## config.mk

```make
export PLATFORM = sky130hd
export DESIGN_NAME = scr_regs
export DESIGN_NICKNAME = d
export VERILOG_FILES = /design/src/include/scr_pkg.sv /design/src/logic/scr_regs.sv
export SDC_FILE = /design/constraint.sdc
export NUM_CORES = 1
export LEC_CHECK = 0
export BUFFER_PORTS_ARGS = -buffer_cell sky130_fd_sc_hd__buf_2
export CELL_PAD_IN_SITES_DETAIL_PLACEMENT = 0
export CELL_PAD_IN_SITES_GLOBAL_PLACEMENT = 2
export CORE_UTILIZATION = 35
export CTS_CLUSTER_SIZE = 16
export DETAILED_ROUTE_END_ITERATION = 10
export HOLD_SLACK_MARGIN = 0.06
export PLACE_DENSITY = 0.57
export SETUP_SLACK_MARGIN = 0.02
export SYNTH_ARGS = -nofsm -noshare
export SYNTH_HDL_FRONTEND = slang
export SYNTH_SLANG_ARGS = --single-unit
```

## constraint.sdc

```tcl
create_clock -name ref_clk_i -period 5.1 [get_ports ref_clk_i]
set_input_delay 0.51 -clock ref_clk_i [delete_from_list [all_inputs] [get_ports ref_clk_i]]
set_output_delay 0.51 -clock ref_clk_i [all_outputs]
set_load 0.005 [all_outputs]
```

## src/include/scr_pkg.sv

```systemverilog
/*
 Constants for the sensor conditioner register slice: page and offset
 map, field positions, reset values and memory geometry.
 Assumes a host-port access of one byte at a page/offset pair.
*/
package scr_pkg;
   // ==========================================================
   // Pages
   localparam logic [2:0] PAGE_RESULT    = 3'h0;
   localparam logic [2:0] PAGE_OUTPUT    = 3'h2;
   localparam logic [2:0] PAGE_NVM       = 3'h5;
   // ==========================================================
   // Offsets
   localparam logic [7:0] OFS_TEMP_LOW   = 8'h14;
   localparam logic [7:0] OFS_TEMP_HIGH  = 8'h15;
   localparam logic [7:0] OFS_CODE_LOW   = 8'h30;
   localparam logic [7:0] OFS_CODE_HIGH  = 8'h31;
   localparam logic [7:0] OFS_STAGE_CTRL = 8'h3B;
   localparam logic [7:0] OFS_WIN_LAST   = 8'h7F;
   localparam logic [7:0] OFS_BUF0       = 8'h80;
   localparam logic [7:0] OFS_BUF1       = 8'h81;
   localparam logic [7:0] OFS_ROW_SEL    = 8'h82;
   localparam logic [7:0] OFS_NVM_CTRL   = 8'h83;
   // ==========================================================
   // Fields
   localparam int         CODE_HIGH_W    = 4;
   localparam int         ROW_W          = 6;
   localparam int         CAP_SW_BIT     = 4;
   localparam int         PROG_BIT       = 0;
   localparam int         ERASE_BIT      = 1;
   localparam int         WINDOW_AW      = 7;
   localparam int         NVM_WORDS      = 128;
   localparam logic [7:0] RESET_BYTE     = 8'h00;
   localparam logic [7:0] ERASED_BYTE    = 8'hFF;
endpackage

```

## src/logic/scr_regs.sv

```systemverilog
/*
 Register slice of the sensor conditioner: temperature result readout
 with coherent high-byte holding, output code, output-stage capacitor
 switch, nonvolatile read window and two-byte programming buffer.
 Assumes host-port strobes and the converter result are synchronous to
 ref_clk_i; arst_n_i may be released at any time.
*/
// Overview of operation
// - Low-byte read captures upper byte into holding
// - High-byte read returns holding register content
// - Low register is LSB, high is MSB
// - Low byte shows live result bits 7..0, no reset
// - High byte shows bits 15..8, resets zero
// - Output code is 12 bits, low plus nibble
// - Stage control bit 4 closes capacitor switch
// - Nonvolatile bytes readable at page 5, 00-7F
// - Two read-write buffer bytes at 80, 81
// - Row select holds six-bit row address
// - Program bit writes buffer into selected row
// - Erase bit erases the selected row
// - Temperature low byte sits at page 0, 14
`timescale 1ns/1ps
module scr_regs (
   input  wire logic        ref_clk_i,         // 250 MHz clock
   input  wire logic        arst_n_i,          // Async reset, active low
   input  wire logic        host_port_wr_i,    // Write strobe, one cycle
   input  wire logic        host_port_rd_i,    // Read strobe, one cycle
   input  wire logic [2:0]  host_port_page_i,  // Page address
   input  wire logic [7:0]  host_port_ofs_i,   // Offset within page
   input  wire logic [7:0]  host_port_wdata_i, // Write data
   output logic      [7:0]  host_port_rdata_o, // Read data, registered
   output logic             host_port_rvalid_o,// Read data valid pulse
   input  wire logic [15:0] temp_conv_result_i,// Live converter output
   output logic      [11:0] output_code_o,     // Output DAC code
   output logic             output_cap_switch_o// Capacitor switch closed
);
   // ==========================================================
   // Reset release
   logic rst_meta_reg, rst_sync_reg;
   always_ff @(posedge ref_clk_i or negedge arst_n_i) begin
      if (!arst_n_i) begin
         rst_meta_reg <= 1'b0;
         rst_sync_reg <= 1'b0;
      end else begin
         rst_meta_reg <= 1'b1;
         rst_sync_reg <= rst_meta_reg;
      end
   end
   wire logic rst_n = rst_sync_reg;

   function automatic logic hit(input logic [2:0] pg, input logic [7:0] of,
                                input logic [2:0] ep, input logic [7:0] eo);
      hit = (pg == ep) && (of == eo);
   endfunction

   // Row to byte index; upper picks the second byte of the row
   function automatic logic [scr_pkg::WINDOW_AW-1:0] row_byte(
      input logic [scr_pkg::ROW_W-1:0] row,
      input logic                      upper);
      row_byte = {row, upper};
   endfunction

   // Control byte image: only the switch bit is stored
   function automatic logic [7:0] stage_byte(input logic closed);
      stage_byte = scr_pkg::RESET_BYTE;
      stage_byte[scr_pkg::CAP_SW_BIT] = closed;
   endfunction

   // ==========================================================
   // Qualified strobes; requests inside the reset release are dropped
   logic wr_go;
   logic rd_go;

   always_comb begin
      wr_go = host_port_wr_i && rst_n;
      rd_go = host_port_rd_i && rst_n;
   end

   // ==========================================================
   // Address decode, one select per register, one for the whole window
   logic sel_temp_low;
   logic sel_temp_high;
   logic sel_code_low;
   logic sel_code_high;
   logic sel_stage_ctrl;
   logic sel_buf0;
   logic sel_buf1;
   logic sel_row;
   logic sel_nvm_ctrl;
   logic sel_window;

   always_comb begin
      sel_temp_low   = hit(host_port_page_i, host_port_ofs_i,
                           scr_pkg::PAGE_RESULT, scr_pkg::OFS_TEMP_LOW);
      sel_temp_high  = hit(host_port_page_i, host_port_ofs_i,
                           scr_pkg::PAGE_RESULT, scr_pkg::OFS_TEMP_HIGH);
      sel_code_low   = hit(host_port_page_i, host_port_ofs_i,
                           scr_pkg::PAGE_OUTPUT, scr_pkg::OFS_CODE_LOW);
      sel_code_high  = hit(host_port_page_i, host_port_ofs_i,
                           scr_pkg::PAGE_OUTPUT, scr_pkg::OFS_CODE_HIGH);
      sel_stage_ctrl = hit(host_port_page_i, host_port_ofs_i,
                           scr_pkg::PAGE_OUTPUT, scr_pkg::OFS_STAGE_CTRL);
      sel_buf0       = hit(host_port_page_i, host_port_ofs_i,
                           scr_pkg::PAGE_NVM, scr_pkg::OFS_BUF0);
      sel_buf1       = hit(host_port_page_i, host_port_ofs_i,
                           scr_pkg::PAGE_NVM, scr_pkg::OFS_BUF1);
      sel_row        = hit(host_port_page_i, host_port_ofs_i,
                           scr_pkg::PAGE_NVM, scr_pkg::OFS_ROW_SEL);
      sel_nvm_ctrl   = hit(host_port_page_i, host_port_ofs_i,
                           scr_pkg::PAGE_NVM, scr_pkg::OFS_NVM_CTRL);
      sel_window     = (host_port_page_i == scr_pkg::PAGE_NVM) &&
                       (host_port_ofs_i <= scr_pkg::OFS_WIN_LAST);
   end

   // ==========================================================
   // Temperature high-byte holding, refreshed by low-byte reads
   // A high read alone repeats the byte held by the last low read
   logic [7:0] temp_hold_reg;
   logic [7:0] temp_hold_next;

   always_comb begin
      temp_hold_next = temp_hold_reg;
      if (rd_go && sel_temp_low)
         temp_hold_next = temp_conv_result_i[15:8];
   end

   always_ff @(posedge ref_clk_i or negedge rst_n) begin
      if (!rst_n)
         temp_hold_reg <= scr_pkg::RESET_BYTE;
      else
         temp_hold_reg <= temp_hold_next;
   end

   // ==========================================================
   // Output code, low byte plus upper nibble
   logic [7:0]                      code_low_reg;
   logic [7:0]                      code_low_next;
   logic [scr_pkg::CODE_HIGH_W-1:0] code_high_reg;
   logic [scr_pkg::CODE_HIGH_W-1:0] code_high_next;

   always_comb begin
      code_low_next  = code_low_reg;
      code_high_next = code_high_reg;
      if (wr_go && sel_code_low)
         code_low_next = host_port_wdata_i;
      if (wr_go && sel_code_high)
         code_high_next =
            host_port_wdata_i[scr_pkg::CODE_HIGH_W-1:0];
   end

   always_ff @(posedge ref_clk_i or negedge rst_n) begin
      if (!rst_n) begin
         code_low_reg  <= scr_pkg::RESET_BYTE;
         code_high_reg <= scr_pkg::RESET_BYTE[scr_pkg::CODE_HIGH_W-1:0];
      end else begin
         code_low_reg  <= code_low_next;
         code_high_reg <= code_high_next;
      end
   end

   // ==========================================================
   // Output-stage capacitor switch, closed while set
   logic cap_sw_reg;
   logic cap_sw_next;

   always_comb begin
      cap_sw_next = cap_sw_reg;
      if (wr_go && sel_stage_ctrl)
         cap_sw_next = host_port_wdata_i[scr_pkg::CAP_SW_BIT];
   end

   always_ff @(posedge ref_clk_i or negedge rst_n) begin
      if (!rst_n)
         cap_sw_reg <= scr_pkg::RESET_BYTE[scr_pkg::CAP_SW_BIT];
      else
         cap_sw_reg <= cap_sw_next;
   end

   // ==========================================================
   // Programming buffer and row select
   logic [7:0]                buf0_reg;
   logic [7:0]                buf0_next;
   logic [7:0]                buf1_reg;
   logic [7:0]                buf1_next;
   logic [scr_pkg::ROW_W-1:0] row_reg;
   logic [scr_pkg::ROW_W-1:0] row_next;

   always_comb begin
      buf0_next = buf0_reg;
      buf1_next = buf1_reg;
      row_next  = row_reg;
      if (wr_go && sel_buf0)
         buf0_next = host_port_wdata_i;
      if (wr_go && sel_buf1)
         buf1_next = host_port_wdata_i;
      if (wr_go && sel_row)
         row_next = host_port_wdata_i[scr_pkg::ROW_W-1:0];
   end

   always_ff @(posedge ref_clk_i or negedge rst_n) begin
      if (!rst_n) begin
         buf0_reg <= scr_pkg::RESET_BYTE;
         buf1_reg <= scr_pkg::RESET_BYTE;
         row_reg  <= scr_pkg::RESET_BYTE[scr_pkg::ROW_W-1:0];
      end else begin
         buf0_reg <= buf0_next;
         buf1_reg <= buf1_next;
         row_reg  <= row_next;
      end
   end

   // ==========================================================
   // Control strobes; the control location itself stores nothing
   // Both requests last one cycle, no busy time is modelled
   logic prog_req;
   logic erase_req;

   always_comb begin
      prog_req  = 1'b0;
      erase_req = 1'b0;
      if (wr_go && sel_nvm_ctrl) begin
         prog_req  = host_port_wdata_i[scr_pkg::PROG_BIT];
         erase_req = host_port_wdata_i[scr_pkg::ERASE_BIT];
      end
   end

   // ==========================================================
   // Nonvolatile array, rows of two bytes, not reset
   // Contents stay undefined until a row is programmed or erased
   logic [7:0]                    nvm_mem [scr_pkg::NVM_WORDS];
   logic                          mem_we;
   logic [scr_pkg::WINDOW_AW-1:0] mem_addr0;
   logic [scr_pkg::WINDOW_AW-1:0] mem_addr1;
   logic [7:0]                    mem_data0;
   logic [7:0]                    mem_data1;

   // Erase wins when both bits are set, so a row is never half written
   always_comb begin
      mem_we    = erase_req || prog_req;
      mem_addr0 = row_byte(row_reg, 1'b0);
      mem_addr1 = row_byte(row_reg, 1'b1);
      mem_data0 = buf0_reg;
      mem_data1 = buf1_reg;
      if (erase_req) begin
         mem_data0 = scr_pkg::ERASED_BYTE;
         mem_data1 = scr_pkg::ERASED_BYTE;
      end
   end

   always_ff @(posedge ref_clk_i) begin
      if (mem_we) begin
         nvm_mem[mem_addr0] <= mem_data0;
         nvm_mem[mem_addr1] <= mem_data1;
      end
   end

   // ==========================================================
   // Read data, registered, held until the next read
   logic [7:0] rdata_reg;
   logic [7:0] rdata_next;
   logic       rvalid_reg;
   logic       rvalid_next;

   always_comb begin
      rdata_next  = rdata_reg;
      rvalid_next = rd_go;
      if (rd_go) begin
         // Unmapped locations and reserved bits read zero
         rdata_next = scr_pkg::RESET_BYTE;
         if (sel_window)
            rdata_next =
               nvm_mem[host_port_ofs_i[scr_pkg::WINDOW_AW-1:0]];
         else if (sel_temp_low)
            rdata_next = temp_conv_result_i[7:0];
         else if (sel_temp_high)
            rdata_next = temp_hold_reg;
         else if (sel_code_low)
            rdata_next = code_low_reg;
         else if (sel_code_high)
            rdata_next = 8'(code_high_reg);
         else if (sel_stage_ctrl)
            rdata_next = stage_byte(cap_sw_reg);
         else if (sel_buf0)
            rdata_next = buf0_reg;
         else if (sel_buf1)
            rdata_next = buf1_reg;
         else if (sel_row)
            rdata_next = 8'(row_reg);
      end
   end

   always_ff @(posedge ref_clk_i or negedge rst_n) begin
      if (!rst_n) begin
         rdata_reg  <= scr_pkg::RESET_BYTE;
         rvalid_reg <= 1'b0;
      end else begin
         rdata_reg  <= rdata_next;
         rvalid_reg <= rvalid_next;
      end
   end

   // ==========================================================
   // Outputs
   assign host_port_rdata_o   = rdata_reg;
   assign host_port_rvalid_o  = rvalid_reg;
   assign output_code_o       = {code_high_reg, code_low_reg};
   assign output_cap_switch_o = cap_sw_reg;
endmodule

```

Yosys cells after proc, flatten, opt, wreduce, memory -nomap -nowiden:

Memories as Yosys holds them, arrays and structs flattened.
Index checks and enable logic that the tools add are counted.
Widths: inputs -> output; s select.

* register bits: 54
* memory bits (writable): 1024
* input port bits: 39
* output and inout port bits: 22
* logic and storage cells: 61
* memories kept: 1

Memories
* nvm_mem: words 128, bits a word 8, read ports 1, clocked after Yosys merged registers in 0, wr ports 2, RTL line scr_regs.sv:230 `logic [7:0] nvm_mem [scr_pkg::NVM_WORDS];`

* $lt $le $gt $ge: 1
* eq/ne operators: 11
* multiplexer cells: 15
* reductions and logical operators: 22

Operators by type and width (count)
* $mux 8: 10
* $eq 8x8->1 const B: 4
* $eq 8x6->1 const B: 3
* $logic_and 1x1->1: 20
* $eq 8x5->1 const B: 2
* $le 8x7->1 const B: 1
* $mux 6: 1
* $mux 1: 4
* $eq 3x2->1 const B: 1
* $eq 3x3->1 const B: 1
* $logic_not 3->1: 1
* $logic_or 1x1->1: 1

Longest topological paths before layout:

* depth in word-level cells: 11
* gate-level depth with buffers: 12
* mapped depth without buffers: 7

Least setup slack after synthesis:

No wires, ideal clock.

* path type: register -> register
* start point: reg rst_sync_reg (netlist: rst_n)
* end point: mem nvm_mem[124][0], enable pin
* setup time: 0.389 ns
* data arrival time: 3.584 ns
* data required time: 4.711 ns
* slack: 1.127 ns
* cell stages (with the launch flop): 7
* buffers on the path: 0
* period minus slack after synthesis: 3.973 ns
* path through: dfrtp_1 nand2_1 nor3b_1 o21ai_0 nor2_1 nand3_1 nor2_1

RTL lines
* from (decl): RTL line scr_regs.sv:39 `logic rst_meta_reg, rst_sync_reg;`
* from (signal assigned): RTL line scr_regs.sv:46 `rst_sync_reg <= rst_meta_reg;`
* to (decl): RTL line scr_regs.sv:230

==> impl_metrics.yaml <==
run_status:
  status: "finished, final reports clean"
cells_and_area:
  layout_common_cells: "edfxtp_1 (1024), mux4_2 (237), buf_4 (133), clkbuf_16 (116)"
  multi_input_area_um2: 9400
  largest_register: "nvm_mem"
  areaGrowthSynthToFinish_pct: 17.1
  num-fill-cells: 10500
  largest_reg_flops: 1024
  final_common_cell: "edfxtp_1"
  register_area_um2: 32100
  final_net_count: 2287
  drive_above_1_share: 0.295
logic_synthesis:
  ys_seq_area_frac: 0.764
  ys_seq_elements: 1078
  synth_top_flop_cell: "edfxtp_1"
  synth_edf_count: 1024
  yosysWarnings: 0
  synthCells: 2017
  postSynthNetCount: 2056
  syn_avg_cell_area_um2: 20.8
  synth_area_um2: 42000
  ys_async_sr_fraction: 0.0501
  synth_cell_types: 56
routing:
  vias_per_cell: 5.38
  drt_iter0_markers: 1984
  drtPass1Iterations: 5
  vias: 21200
  ant_nets: 0
  drt-total-wl_mm: 122
  drc: 0
  wl_per_cell_um: 31.0
worst_setup_path:
  crit_path_end_kind: "flip-flop"
  cp-startpoint: "host_port_ofs_i[3]"
  cp.depth: 9
  cp_top_family: "simple AND/OR/NAND/NOR gates"
  worst-path-buf-inv: 2
  cp_cell_sequence: "buf_4, or2_2, nor4_2, nor3b_1, o21ai_0, nor2_1, nand3_2, nor2_1, buf_4"
  cp.required_ns: 5.49
  crit_arrival_ns: 3.79
  crit_fanout: 14
  worstSetupStartpointType: "input pin"
  reg2reg_from: "rst_n$_DFF_PN0_"
  r2r_cells: 7
  critPathMaxStageDelay_ns: 0.53
  slowest_stage: "nand3_2"
  criticalPathCategory: "input pin to flip-flop"
clock_network:
  cts_buffer_depth: 3
  cts_buffers: 114
  insertion_delay_ns: 0.72
  cts_hold_buf: 11
  clock-sinks: 1078
  cts_tree: "built"
  path_clk_slew_ns: 0.06
  postCtsSetupBuffers: 0
  h-tree-depth: 3
  cts_root_buf: "clkbuf_16"
  cts_resized: 0
sta:
  fin_ws_ns: 1.70
  hold_violations: 0
  slew_headroom: 0.239
  finalSetupViolCount: 0
  rsz0062_at_grt: "false"
  slew_viol_final: 0
  worst_clock_skew_ns: 0.0334
  tightest_slew_ns: 1.14
  fin_crit_ns: 3.40
  fmax_mhz: 294
  finalCritPeriodShare: 0.667
  fin_setup_tns_ns: 0
global_routing:
  grt_max_degree: 76
  grt.overflow.total: 0
  grt_first_pass_wirelength_mm: 173
  antenna_found_initial: 2
  grt_pass1_vias: 22100
  track_usage: 0.203
placed_design:
  dp_hpwl_mm: 73.6
  port_buffers: 60
  detailedPlace.worstSlack_ns: 0.919
  routabilityCongestion: 0.810
power:
  ir_drop_mv: 0.238
  p_leak_nw: 13.9
  finalPower_mw: 18.6
  p_per_area_nw_per_um2: 378
floorplan:
  initial_core_util: 0.355
  die_area_um2: 121000
  die_w_um: 349
  die_y_um: 349
  num_rows: 126
  ioPinCount: 61
  coreArea_um2: 119000
run:
  cap_violations: 0
hold_path:
  hp-class: "input pin to asynchronous set/reset pin"
final cells by class:
type	instances	area share
Inverter	7	0.000534
Sequential cell	1078	0.652
Tap cell	1600	0.0407
Clock inverter	80	0.0172
Antenna cell	2	0.000102
Multi-Input combinational cell	821	0.191
Clock buffer	131	0.0601
Timing Repair Buffer	226	0.0383
path summary, 6_finish.rpt:
check | end | slack, ns
worst max-delay path | nvm_mem[110][4]$_DFFE_PP_ | 1.70
worst min-delay path | rst_meta_reg$_DFF_PN0_ | 0.12
worst max register to register | host_port_rdata_o[4]$_DFFE_PN0P_ | 2.03
worst min register to register | rst_n$_DFF_PN0_ | 0.35
max in group asynchronous | host_port_rdata_o[0]$_DFFE_PN0P_ | 4.13
min in group ref_clk_i | code_low_reg[5]$_DFFE_PN0P_ | 0.14
routing by layer:
metal  GRT usage  part of all wire
met2       0.337              0.50
met4      0.0474             0.017
met5           0                 0
met3      0.0303             0.051
met1       0.281              0.44
where the power goes:
part / internal (mW) / leakage [nW] / switching [mW]
Sequential: 9.56 / 8.11 / 0.00601
Clock: 4.96 / 1.87 / 3.46
Combinational: 0.218 / 3.93 / 0.380
Total: 14.7 / 13.9 / 3.85
synthesized netlist by cell type (4+ instances only):
cell / n / area share
nor3_1: 12 / 0.0014
a221oi_1: 14 / 0.0029
mux2_2: 51 / 0.014
nor4_1: 7 / 0.0010
mux4_2: 237 / 0.13
nor2b_1: 13 / 0.0019
clkbuf_1: 43 / 0.0038
o21ai_0: 29 / 0.0035
a31oi_1: 7 / 0.0010
buf_2: 30 / 0.0036
dfrtp_1: 54 / 0.032
inv_1: 5 / 0.00045
a311oi_1: 6 / 0.0013
a22oi_1: 50 / 0.0089
nand3b_1: 6 / 0.0011
a21oi_1: 42 / 0.0050
a22o_1: 5 / 0.0010
nand2_1: 61 / 0.0054
o22ai_1: 8 / 0.0012
buf_4: 18 / 0.0032
o221ai_1: 9 / 0.0019
nor2_1: 90 / 0.0080
edfxtp_1: 1024 / 0.73
buf_1: 14 / 0.0013
o211ai_1: 6 / 0.0011
nand2b_1: 19 / 0.0028
mux2i_1: 89 / 0.021
or3_1: 4 / 0.00060
nand3_1: 13 / 0.0015
buf_6: 5 / 0.0013
a221o_1: 7 / 0.0017
logic make-up after synthesis:
family | Yosys count | synth area share
muxes | 377 | 0.162
DFF | 1078 | 0.764
and+or+nand+nor | 246 | 0.0281
buffers and inverters | 118 | 0.0140
AOI/OAI and AO/OA | 197 | 0.0323
other | 1 | 0.0000892
metrics by stage:
step	hold WS, ns	instance area, um2	std cells	utilization
floorplan	0.214	42000	2017	-
global route	0.114	49200	3943	0.415
CTS	0.0796	49200	3943	0.415
finish	0.125	49200	3945	0.415
global placement	0.295	45300	3721	0.382
detailed placement	0.298	45300	3721	0.382
Note: power is estimated with default switching activity, not from simulation.
